===== src/cas_defines.svh =====
// timing constants and reset values for the conversion sequencer
`ifndef CAS_DEFINES_SVH
`define CAS_DEFINES_SVH

`define CAS_CLK_PERIOD_NS   10
`define CAS_US_NS           1000
`define CAS_US_CYCLES       (`CAS_US_NS / `CAS_CLK_PERIOD_NS)
`define CAS_NOV_GAP_NS      1000
`define CAS_NOV_GAP_CYCLES  ((`CAS_NOV_GAP_NS + `CAS_CLK_PERIOD_NS - 1) / `CAS_CLK_PERIOD_NS)
`define CAS_TABLE_WAIT_US   50
`define CAS_WAIT_STEP_US    50
`define CAS_WAIT_RST_CODE   4'h1
`define CAS_RATE_RST        5'h00
`define CAS_FILT_RST        3'h1
`define CAS_CHOP_OFF        2'h0
`define CAS_CHOP_ON         2'h1
`define CAS_ACX_2WIRE       2'h2
`define CAS_ACX_4WIRE       2'h3
`define CAS_FILT_FIR        3'h0
`define CAS_RATE_CODES      17

`endif


===== src/cas_pkg.sv =====
// types shared by the conversion sequencer modules
package cas_pkg;

  typedef enum logic [1:0] {
    CAS_IDLE = 2'b00,
    CAS_RUN  = 2'b01
  } cas_state_e;

  typedef struct packed {
    logic [4:0] rate;
    logic [2:0] filter;
    logic [1:0] chop;
    logic [3:0] wait_code;
    logic       continuous;
  } cas_cfg_s;

  typedef struct packed {
    logic [3:0] level;
    logic [3:0] enable;
  } cas_gpio_s;

endpackage


===== src/cas_excite_drive.sv =====
// non-overlapping bridge excitation drive pair
`timescale 1ns/1ps
`include "cas_defines.svh"

module cas_excite_drive (
  // clock and reset
  input  wire logic sys_clk_i,
  input  wire logic sys_rst_i,
  // control
  input  wire logic enable_i,
  input  wire logic reversed_i,
  // drives
  output logic      excite_drive_a_o,
  output logic      excite_drive_b_o
);

  typedef struct packed {
    logic [7:0] gap;
    logic       a;
    logic       b;
    logic       phase;
    logic       busy;
  } cas_drv_s;

  cas_drv_s st;
  cas_drv_s next_st;

  always_comb begin
    next_st = st;
    if (!enable_i) begin
      next_st = '0;
    end else if (st.busy) begin
      if (st.gap == 8'h00) begin
        next_st.busy = 1'b0;
        next_st.a    = ~st.phase;
        next_st.b    = st.phase;
      end else begin
        next_st.gap = st.gap - 8'h01;
      end
    end else if ((reversed_i != st.phase) || (!st.a && !st.b)) begin
      // break before make: both off first
      next_st.a     = 1'b0;
      next_st.b     = 1'b0;
      next_st.phase = reversed_i;
      next_st.busy  = 1'b1;
      next_st.gap   = 8'(`CAS_NOV_GAP_CYCLES - 1);
    end
  end

  always_ff @(posedge sys_clk_i) begin
    if (sys_rst_i) begin
      st <= '0;
    end else begin
      st <= next_st;
    end
  end

  assign excite_drive_a_o = st.a;
  assign excite_drive_b_o = st.b;

endmodule // cas_excite_drive


===== src/cas_conv_seq.sv =====
// conversion sequencer: latency, start wait, chop and ac-excitation
`timescale 1ns/1ps
`include "cas_defines.svh"

// Overview of operation
// - first settled result after rate/filter latency
// - chop or excitation doubles first latency
// - chopped results spaced by chop-off latency
// - wait before first conversion and each chopped one, 50 us default
// - start wait adds onto conversion latency
// - chop inverts polarity every conversion
// - first chopped conversion withheld, kept operand
// - output half difference, normal phase positive
// - nulls kept, extra nulls at half rate
// - excitation follows phase, reference inverted reversed
// - excitation result subtracts normal and reversed
// - drives never active together, gap between
// - drives toggle once per conversion only
// - field 10 two-wire, 11 four-wire
// - pins 0/1 carry A/B, 2/3 repeat in four-wire, undriven in two-wire
// - excitation slows rate like chop mode
// - ready high at start, low with data
// - later results one period or latency apart
module cas_conv_seq (
  // clock and reset
  input  wire logic              sys_clk_i,
  input  wire logic              sys_rst_i,
  // conversion start pin
  input  wire logic              start_pin_i,
  // configuration
  input  wire logic              cfg_load_i,
  input  wire cas_pkg::cas_cfg_s cfg_i,
  // filter data at end of conversion
  input  wire logic [23:0]       raw_data_i,
  // results
  output logic [23:0]            result_o,
  output logic                   result_ready_n_o,
  // status
  output logic                   conv_active_o,
  output logic                   config_error_o,
  output cas_pkg::cas_cfg_s      cfg_o,
  // analog front-end control
  output logic                   chop_swap_o,
  output logic                   ref_invert_o,
  // general pins
  output logic [3:0]             general_pin_o,
  output logic [3:0]             general_pin_oe_o
);

  ////////////////////////////////////////////////////////////////////////////
  // latency and period tables, microseconds, latencies with a 50 us wait included

  function automatic logic [21:0] pick(input logic [2:0] f,
                                       input logic [21:0] v0, input logic [21:0] v1,
                                       input logic [21:0] v2, input logic [21:0] v3,
                                       input logic [21:0] v4, input logic [21:0] v5);
    logic [21:0] r;
    r = 22'd0;
    case (f)
      3'h0:    r = v0;
      3'h1:    r = v1;
      3'h2:    r = v2;
      3'h3:    r = v3;
      3'h4:    r = v4;
      3'h5:    r = v5;
      default: r = 22'd0;
    endcase
    return r;
  endfunction

  // zero marks a combination the filter does not offer
  function automatic logic [21:0] latency_us(input logic [4:0] rate, input logic [2:0] f);
    logic [21:0] r;
    r = 22'd0;
    case (rate)
      5'h00:   r = pick(f, 22'd402200, 22'd400400, 22'd800400, 22'd1200000, 22'd1600000, 22'd0);
      5'h01:   r = pick(f, 22'd202200, 22'd200400, 22'd400400, 22'd600400, 22'd800400, 22'd0);
      5'h02:   r = pick(f, 22'd102200, 22'd100400, 22'd200400, 22'd300400, 22'd400400, 22'd0);
      5'h03:   r = pick(f, 22'd0, 22'd60430, 22'd120400, 22'd180400, 22'd240400, 22'd0);
      5'h04:   r = pick(f, 22'd52230, 22'd50430, 22'd100400, 22'd150400, 22'd200400, 22'd0);
      5'h05:   r = pick(f, 22'd0, 22'd20430, 22'd40430, 22'd60430, 22'd80430, 22'd0);
      5'h06:   r = pick(f, 22'd0, 22'd17090, 22'd33760, 22'd50430, 22'd67090, 22'd0);
      5'h07:   r = pick(f, 22'd0, 22'd10430, 22'd20430, 22'd30430, 22'd40430, 22'd0);
      5'h08:   r = pick(f, 22'd0, 22'd2925, 22'd5425, 22'd7925, 22'd10430, 22'd0);
      5'h09:   r = pick(f, 22'd0, 22'd1258, 22'd2091, 22'd2925, 22'd3758, 22'd0);
      5'h0A:   r = pick(f, 22'd0, 22'd841, 22'd1258, 22'd1675, 22'd2091, 22'd0);
      5'h0B:   r = pick(f, 22'd0, 22'd633, 22'd841, 22'd1050, 22'd1258, 22'd0);
      5'h0C:   r = pick(f, 22'd0, 22'd564, 22'd702, 22'd841, 22'd980, 22'd0);
      5'h0D:   r = pick(f, 22'd0, 22'd0, 22'd0, 22'd0, 22'd0, 22'd423);
      5'h0E:   r = pick(f, 22'd0, 22'd0, 22'd0, 22'd0, 22'd0, 22'd336);
      5'h0F:   r = pick(f, 22'd0, 22'd0, 22'd0, 22'd0, 22'd0, 22'd271);
      5'h10:   r = pick(f, 22'd0, 22'd0, 22'd0, 22'd0, 22'd0, 22'd179);
      default: r = 22'd0;
    endcase
    return r;
  endfunction

  // output data period 1/fdata
  function automatic logic [21:0] period_us(input logic [4:0] rate);
    logic [21:0] r;
    r = 22'd0;
    case (rate)
      5'h00:   r = 22'd400000;
      5'h01:   r = 22'd200000;
      5'h02:   r = 22'd100000;
      5'h03:   r = 22'd60241;
      5'h04:   r = 22'd50000;
      5'h05:   r = 22'd20000;
      5'h06:   r = 22'd16667;
      5'h07:   r = 22'd10000;
      5'h08:   r = 22'd2500;
      5'h09:   r = 22'd833;
      5'h0A:   r = 22'd417;
      5'h0B:   r = 22'd208;
      5'h0C:   r = 22'd139;
      5'h0D:   r = 22'd69;
      5'h0E:   r = 22'd52;
      5'h0F:   r = 22'd39;
      5'h10:   r = 22'd25;
      default: r = 22'd0;
    endcase
    return r;
  endfunction

  ////////////////////////////////////////////////////////////////////////////
  // state

  typedef struct packed {
    cas_pkg::cas_state_e fsm;
    cas_pkg::cas_cfg_s   cfg;
    logic                start_s1;
    logic                start_s2;
    logic                start_d;
    logic [6:0]          us_div;
    logic [21:0]         us_cnt;
    logic [21:0]         target;
    logic                reversed;
    logic                withheld;
    logic                first_done;
    logic                rdy_n;
    logic [23:0]         prev;
    logic [23:0]         result;
  } cas_seq_s;

  cas_seq_s st;
  cas_seq_s next_st;

  logic        chopping;
  logic        acx_on;
  logic        us_tick;
  logic        start_rise;
  logic [21:0] lat_us;
  logic [21:0] wait_us;
  logic [21:0] first_us;
  logic [24:0] diff;
  logic        drive_a;
  logic        drive_b;

  assign chopping = (st.cfg.chop != `CAS_CHOP_OFF);
  assign acx_on   = st.cfg.chop[1];
  assign us_tick  = (st.us_div == 7'(`CAS_US_CYCLES - 1));
  assign start_rise = st.start_s2 && !st.start_d;
  assign lat_us   = latency_us(st.cfg.rate, st.cfg.filter);
  assign wait_us  = 22'(st.cfg.wait_code) * 22'(`CAS_WAIT_STEP_US);
  // table already holds a 50 us wait; swap it for the programmed one
  assign first_us = lat_us - 22'(`CAS_TABLE_WAIT_US) + wait_us;

  // full difference, normal phase minus reversed phase; halved when stored
  always_comb begin
    if (st.reversed) begin
      diff = {st.prev[23], st.prev} - {raw_data_i[23], raw_data_i};
    end else begin
      diff = {raw_data_i[23], raw_data_i} - {st.prev[23], st.prev};
    end
  end

  ////////////////////////////////////////////////////////////////////////////
  // sequencer

  always_comb begin
    next_st          = st;
    next_st.start_s1 = start_pin_i;
    next_st.start_s2 = st.start_s1;
    next_st.start_d  = st.start_s2;
    next_st.us_div   = us_tick ? 7'h00 : st.us_div + 7'h01;

    if (cfg_load_i && (st.fsm == cas_pkg::CAS_IDLE)) begin
      next_st.cfg = cfg_i;
    end

    if (start_rise && !config_error_o) begin
      // start or restart: normal phase, fresh operand
      next_st.fsm        = cas_pkg::CAS_RUN;
      next_st.us_div     = 7'h00;
      next_st.us_cnt     = 22'h000000;
      next_st.target     = first_us;
      next_st.reversed   = 1'b0;
      next_st.withheld   = chopping;
      next_st.first_done = 1'b0;
      next_st.rdy_n      = 1'b1;
    end else if ((st.fsm == cas_pkg::CAS_RUN) && us_tick) begin
      next_st.us_cnt = st.us_cnt + 22'h000001;
      if (st.rdy_n == 1'b0 && st.first_done) begin
        next_st.rdy_n = 1'b1;
      end
      if (st.us_cnt + 22'h000001 >= st.target) begin
        next_st.us_cnt     = 22'h000000;
        next_st.first_done = 1'b1;
        if (chopping) begin
          next_st.prev     = raw_data_i;
          next_st.reversed = ~st.reversed;
          next_st.withheld = 1'b0;
          // each later conversion takes the chop-off latency
          next_st.target   = first_us;
          if (!st.withheld) begin
            next_st.result = diff[24:1];
            next_st.rdy_n  = 1'b0;
          end
        end else begin
          next_st.result = raw_data_i;
          next_st.rdy_n  = 1'b0;
          next_st.target = period_us(st.cfg.rate);
        end
        // continuous runs while the pin stays high; withheld one always completes
        if (!((st.cfg.continuous && st.start_s2) || (chopping && st.withheld))) begin
          next_st.fsm = cas_pkg::CAS_IDLE;
        end
      end
    end

    if (st.fsm == cas_pkg::CAS_IDLE) begin
      next_st.reversed = (start_rise && !config_error_o) ? 1'b0 : st.reversed;
    end

    // synchronous reset folded in here so the register stays one plain copy
    if (sys_rst_i) begin
      next_st                = '0;
      next_st.fsm            = cas_pkg::CAS_IDLE;
      next_st.cfg.rate       = `CAS_RATE_RST;
      next_st.cfg.filter     = `CAS_FILT_RST;
      next_st.cfg.chop       = `CAS_CHOP_OFF;
      next_st.cfg.wait_code  = `CAS_WAIT_RST_CODE;
      next_st.cfg.continuous = 1'b1;
      next_st.rdy_n          = 1'b1;
    end
  end

  always_ff @(posedge sys_clk_i) begin
    st <= next_st;
  end

  ////////////////////////////////////////////////////////////////////////////
  // excitation drives and pins

  cas_excite_drive u_drive (
    .sys_clk_i        (sys_clk_i),
    .sys_rst_i        (sys_rst_i),
    .enable_i         (acx_on && (st.fsm == cas_pkg::CAS_RUN)),
    .reversed_i       (st.reversed),
    .excite_drive_a_o (drive_a),
    .excite_drive_b_o (drive_b)
  );

  cas_pkg::cas_gpio_s gpio;

  always_comb begin
    gpio = '0;
    if (st.cfg.chop == `CAS_ACX_2WIRE) begin
      gpio.level  = {2'b00, drive_b, drive_a};
      gpio.enable = 4'h3;
    end else if (st.cfg.chop == `CAS_ACX_4WIRE) begin
      gpio.level  = {drive_b, drive_a, drive_b, drive_a};
      gpio.enable = 4'hF;
    end
  end

  assign general_pin_o    = gpio.level;
  assign general_pin_oe_o = gpio.enable;
  assign result_o         = st.result;
  assign result_ready_n_o = st.rdy_n;
  assign conv_active_o    = (st.fsm == cas_pkg::CAS_RUN);
  assign config_error_o   = (lat_us == 22'h000000) || (st.cfg.rate >= 5'(`CAS_RATE_CODES));
  assign cfg_o            = st.cfg;
  assign chop_swap_o      = (st.cfg.chop == `CAS_CHOP_ON) && st.reversed;
  assign ref_invert_o     = acx_on && st.reversed;

endmodule // cas_conv_seq


===== config.mk =====
export PLATFORM = sky130hd
export DESIGN_NAME = cas_conv_seq
export DESIGN_NICKNAME = d
export VERILOG_FILES = /design/src/cas_pkg.sv /design/src/cas_excite_drive.sv /design/src/cas_conv_seq.sv
export VERILOG_INCLUDE_DIRS = /design/src
export SDC_FILE = /design/constraint.sdc
export NUM_CORES = 1
export LEC_CHECK = 0
export ABC_CLOCK_PERIOD_IN_PS = 4000
export BUFFER_PORTS_ARGS = -buffer_cell sky130_fd_sc_hd__buf_4
export CAP_MARGIN = 20
export CORE_ASPECT_RATIO = 1.2
export CORE_UTILIZATION = 45
export DETAILED_ROUTE_END_ITERATION = 8
export SYNTH_ARGS = -nofsm -noshare
export SYNTH_HDL_FRONTEND = slang
export SYNTH_HIERARCHICAL = 1
export SYNTH_SLANG_ARGS = --single-unit

===== constraint.sdc =====
create_clock -name sys_clk_i -period 4 [get_ports sys_clk_i]
set_input_delay 0.6 -clock sys_clk_i [delete_from_list [all_inputs] [get_ports sys_clk_i]]
set_output_delay 0.6 -clock sys_clk_i [all_outputs]
set_load 0.005 [all_outputs]

Word level (Yosys, flattened, before mapping)

Memories as Yosys holds them, arrays and structs flattened. A register that Yosys moved wholly into a read port is not among the register bits.
Cells that the tools add are included.

Register bits after elaboration: 134
Bits in read-only memories: 608
Input bits: 43
Memories kept: 1

Memories:

| name             | depth | width | read ports | clocked after Yosys merged registers in | wr ports | RTL line            | RTL |
|---|---|---|---|---|---|---|---|
| (name not given) | 32    | 19    | 1          | 1                                       | 0        | cas_conv_seq.sv:102 | `case (rate)` |

Add/sub/neg operators: 7
Multipliers: 1
Order comparisons: 2
Equality and inequality tests: 31
Muxes and demuxes: 46
Bitwise logic cells: 6
Reduce and logical (&&, ||, !) cells: 41

Operators by type and width:

| cell                    | number |
|---|---|
| $pmux W22 S17           | 1 |
| $pmux W17 S4            | 2 |
| $pmux W21 S5            | 1 |
| $pmux W20 S5            | 1 |
| $mux W96                | 1 |
| $pmux W12 S4            | 2 |
| $pmux W19 S5            | 1 |
| $pmux W18 S5            | 1 |
| $mux W74                | 1 |
| $mux W24                | 3 |
| $pmux W18 S4            | 1 |
| $pmux W16 S4            | 1 |
| $pmux W14 S4            | 1 |
| $sub A24 B24 Y25        | 2 |
| $pmux W11 S4            | 1 |
| $eq A5 B4 Y1 const B    | 8 |
| $pmux W10 S4            | 1 |
| $mux W8                 | 4 |
| $mux W9                 | 3 |
| $mux W26                | 1 |
| $mux W25                | 1 |
| $add A22 B1 Y22 const B | 1 |
| $add A22 B10 Y22        | 1 |
| $ge A22 B22 Y1          | 1 |
| other kinds (39)        | 93 |

Longest topological paths before layout

Depth after elaboration: 10
Depth in mapped cells: 22
Gate-level depth less buffers: 20

Cells and area by module

Netlist, hierarchy kept.

By module, submodules not included:

| module           | instances | cells an instance | area an instance (um^2) | sequential area each (um^2) |
|---|---|---|---|---|
| cas_conv_seq     | 1         | 1770              | 12917.4                 | 2802.7 |
| cas_excite_drive | 1         | 74                | 649.4                   | 240.2 |

Worst setup path after synthesis

No wires, ideal clock.

Path kind: register to register
Start: register st[74] (netlist bit)
End: register st[63] (netlist bit)
Setup time: 0.119 ns
Arrival time: 4.327 ns
Setup slack: -0.445 ns
Stages on the path, launching flop included: 19
Period minus slack after synthesis: 4.445 ns
Cell sequence: dfxtp_1 ha_1 nand3_1 nor3_1 nand3_1 nor4_1 nand3_1 xnor2_1 ha_1 nand4_1 nor3_1 nor4b_1 o221a_2 or2_1 buf_2 and2_0 buf_1 nand3_2 o221a_1

Cells in the longest elaborated chain, start to end: 4

RTL lines:

| item                         | RTL line            | RTL |
|---|---|---|
| start, declared              | cas_conv_seq.sv:145 | `cas_seq_s st;` |
| start signal, assigned       | cas_conv_seq.sv:249 | `st <= next_st;` |
| $add A22 B1 Y22              | cas_conv_seq.sv:206 | `if (st.us_cnt + 22'h000001 >= st.target) begin` |
| $ge A22 B22 Y1               | cas_conv_seq.sv:206 |  |
| $reduce_bool A2 Y1 (no line) | --                  |  |
| $reduce_and A2 Y1 (no line)  | --                  |  |

Every way passes these cells.
A chain may end at the register's enable or synchronous reset.

Worst setup path in the final report

Start: register st (netlist bit cfg_o[11])
End: output port config_error_o

Cells in the longest elaborated chain, start to end: 4
Elaborated cells between the ends (all ways): 21

RTL lines:

| item                                       | RTL line            | RTL |
|---|---|---|
| $eq A5 B5 Y1, or another cell as far along | cas_conv_seq.sv:75  | `case (rate)` |
| $pmux W22 S17                              | cas_conv_seq.sv:75  |  |
| $logic_not A22 Y1                          | cas_conv_seq.sv:282 | `` assign config_error_o = (lat_us == 22'h000000) \|\| (st.cfg.rate >= 5'(`CAS_RATE_CODES)); `` |
| $logic_or A1 B1 Y1 *                       | cas_conv_seq.sv:282 |  |
| end, declared                              | cas_conv_seq.sv:40  | `output logic config_error_o,` |

Every way passes the cells marked *; elsewhere a longest branch is shown, timed or not.

==> impl_metrics.env <==
export IMPL_outcome="complete, but fails checks"
export IMPL_violations="negative setup slack"
export IMPL_crit_fanout=7
export IMPL_grt_max_degree=48
export IMPL_setup_viol=3
export IMPL_drtPass1Iterations=5
export IMPL_routabilityCongestion=0.9881
export IMPL_yosys_register_bits=152
export IMPL_synth_area_leader_cell="dfxtp_1"
export IMPL_post_route_period_util_pct=103.3
export IMPL_required_ns=3.40
export IMPL_holdWs_ns=0.3728
export IMPL_io_pins=95
export IMPL_finalCriticalPeriod_ns=4.131
export IMPL_rsz0062_at_grt="yes"
export IMPL_postSynthCellCount=1844
export IMPL_gr_usage_all_layers_pct=33.24
export IMPL_path_buf_inv=5
export IMPL_multi_input_area_mm2=0.009965
export IMPL_hold_class="in -> reg"
export IMPL_finalNetCount=2268
export IMPL_finalPower_uw=5887
export IMPL_viasPerCell=5.946
export IMPL_die_h_um=192.2
export IMPL_synth_top_cell_area_share_pct=22.43
export IMPL_power_leakage_uw=0.007682
export IMPL_synth_ff_type="dfxtp_1"
export IMPL_num_vias=14883
export IMPL_slowest_stage="o32a_1"
export IMPL_grt_pass1_wl_um=79870
export IMPL_async_flop_share_pct=0
export IMPL_syn_area_mm2=0.01357
export IMPL_postLayoutCoreUtil_pct=60.69
export IMPL_ys_seq_area_share_pct=22.43
export IMPL_fill_cells=2702
export IMPL_startpoint_type="flip-flop"
export IMPL_antenna_left=0
export IMPL_clock_skew_ns=0.01017
export IMPL_ys_top_cells_by_area="dfxtp_1 (22%), ha_1 (11%), a21oi_1 (7.0%)"
export IMPL_ir_worst_vdd_uv=266.9
export IMPL_yosysWarnings=6
export IMPL_pre_cts_slack_ns=-0.4271
export IMPL_cts_hold_buffers_added=0
export IMPL_synth_distinct_cells=93
export IMPL_max_stage_delay_ns=0.36
export IMPL_wl_um=53220
export IMPL_hold_viol_final=0
export IMPL_numCtsBuffers=17
export IMPL_setup_tns_ns=-0.3207
export IMPL_tightestPinTransition_ns=0.9646
export IMPL_cts_tree="yes"
export IMPL_cp_end_kind="primary output"
export IMPL_antenna_found_initial=0
export IMPL_crit_type="reg -> out"
export IMPL_crit_top_cell="buf_4"
export IMPL_drv_slew=0
export IMPL_cts_path_max_buffers=2
export IMPL_gr_total_overflow=0
export IMPL_cts_root_buf="clkbuf_16"
export IMPL_io_buffer_count=94
export IMPL_syn_avg_cell_area_um2=7.357
export IMPL_relSlewSlack_pct=35.62
export IMPL_drc=0
export IMPL_clk_pin_slew_worst_paths_ns=0.07
export IMPL_drt_initial_drc_count=1048
export IMPL_grt_pass1_vias=14397
export IMPL_area_growth_pct=32.47
export IMPL_clock_sinks=152
export IMPL_rows=69
export IMPL_maxCapViolations=0
export IMPL_synth_edf_count=0
export IMPL_cp_top_family="simple AND/OR/NAND/NOR gates"
export IMPL_core_area_mm2=0.02961
export IMPL_die_area_mm2=0.03085
export IMPL_layout_drive_gt1_share_pct=28.02
export IMPL_setup_ws_ns=-0.1312
export IMPL_start_util_pct=45.81
export IMPL_p_per_area_mw_per_mm2=327.6
export IMPL_path_cells="buf_6 > buf_4 > or2_2 > buf_4 > nor2_2 > a21oi_1 > nor2_1 > a21oi_1 > o32a_1 > ha_1 > nand3_2 > nor2_4 > nand4_4 > o31ai_4 > buf_4 > buf_4"
export IMPL_cp_arrival_ns=3.53
export IMPL_dp_hpwl_um=39380
export IMPL_post_drt_wl_per_cell_um=21.26
export IMPL_clk_insertion_delay_late_ns=0.43
export IMPL_diodes=0
export IMPL_fmax_mhz=242.1
export IMPL_htree_levels=4
export IMPL_synthesis_nets=2012
export IMPL_seq_area_mm2=0.003067
export IMPL_die_w_um=160.5
-- per-layer routing --
metal | track usage [%] | vias to the layer above | share of wire (%)
met2 | 60.27 | 534 | 50
met4 | 18.46 | 0 | 5.9
met3 | 3.800 | 167 | 4.6
met5 | 0 | - | 0
li1 | - | 7127 | -
met1 | 37.84 | 7055 | 40
-- report_power, final --
group          leakage, µW  internal, µW  switching (µW)
Combinational      0.00615          1220            1340
Clock             0.000287          1050             682
Sequential         0.00124          1570            40.4
-- cells by family after synthesis --
logic type	share of synthesized area, %
buffers and inverters	9.988
multiplexers	1.208
XOR/XNOR	4.381
AND/OR/NAND/NOR	20.50
adder cells (fa/ha/maj)	11.75
flip-flops	22.43
AO/OA/AOI/OAI	29.74
-- worst reg2reg max path, stage by stage, from the launching register on --
cell and delay (ns):
dfxtp_4 0.38, buf_6 0.13, or3b_4 0.44, buf_6 0.16, o32ai_2 0.24, o211ai_1 0.20
nand4_1 0.25, ha_1 0.30, ha_4 0.23, nor2b_4 0.13, o31ai_4 0.21, a21oi_2 0.10
or4_4 0.56, nand4_1 0.16, nand3b_1 0.14, xnor2_2 0.16, a221oi_2 0.23
-- cell usage in the layout, fill, tap and decap left out, drive strengths merged, types with 10 or more instances in the layout --
master / n
nand3: 60
o21ai: 144
o211ai: 31
and3: 12
inv: 127
a21oi: 191
nor2b: 33
and2: 16
a311oi: 12
o21bai: 10
nand2b: 28
ha: 121
clkbuf: 27
dfxtp: 152
nand2: 153
o2111ai: 14
buf: 395
mux2i: 13
nor3: 23
xnor2: 37
a22oi: 14
a21o: 26
or2: 10
o22ai: 14
nand4: 18
nor2: 145
or3: 18
a31oi: 28
o31ai: 17
o21a: 11
xor2: 30
a211oi: 27
-- synthesized netlist by cell type, drive strengths merged (6+ instances only) --
master	instances
o21ai	144
xor2	30
a21o	26
xnor2	37
nor4	9
nand3	60
clkbuf	64
o22ai	14
mux2i	13
a311oi	12
ha	121
a211oi	27
a32oi	8
a221oi	7
o21a	11
inv	127
a21oi	191
nor2	145
o2111ai	14
and3	12
nand4	18
a211o	6
o211ai	31
a31oi	28
buf	101
or3	18
nand2	153
nand3b	8
o31ai	17
or4	9
nor3	23
o211a	9
and2	16
a22oi	14
dfxtp	152
or2	10
o21bai	10
nand2b	28
nor2b	33
-- timing repair --
item,CTS,global route
gates resized for setup,81,139
endpoints found under the hold margin,0,0
gates cloned,0,7
buffers inserted,7,27
pin swaps,22,48
endpoints found under the setup margin,93,101
-- area by class of cell --
| type | count | area share, % |
|---|---|---|
| multi-input cells | 1400 | 55.44 |
| flip-flops and latches | 152 | 17.06 |
| repair buffers | 401 | 18.67 |
| inverters | 128 | 2.687 |
| well taps | 390 | 2.715 |
| clock inverters | 11 | 0.9677 |
| clock buffers | 21 | 2.451 |
-- final timing paths --
| kind | start | slack (ns) | to | cells past startpoint |
|---|---|---|---|---|
| worst max-delay path | cfg_o[11] | -0.13 | config_error_o | 16 |
| worst min-delay path | cfg_i[0] | 0.37 | cfg_o[0] | 3 |
| worst max register to register | cfg_o[13] | -0.11 | st[70] | 16 |
| worst min register to register | st[105] | 0.45 | st[104] | 1 |
-- through the flow --
step | area [µm²] | std cells
3_3_place_gp | 16060 | 2431
2_1_floorplan | 13600 | 1844
5_1_grt | 17970 | 2503
3_5_place_dp | 16060 | 2431
6_report | 17970 | 2503
4_1_cts | 17040 | 2469
(Power assumes the default switching activity.)
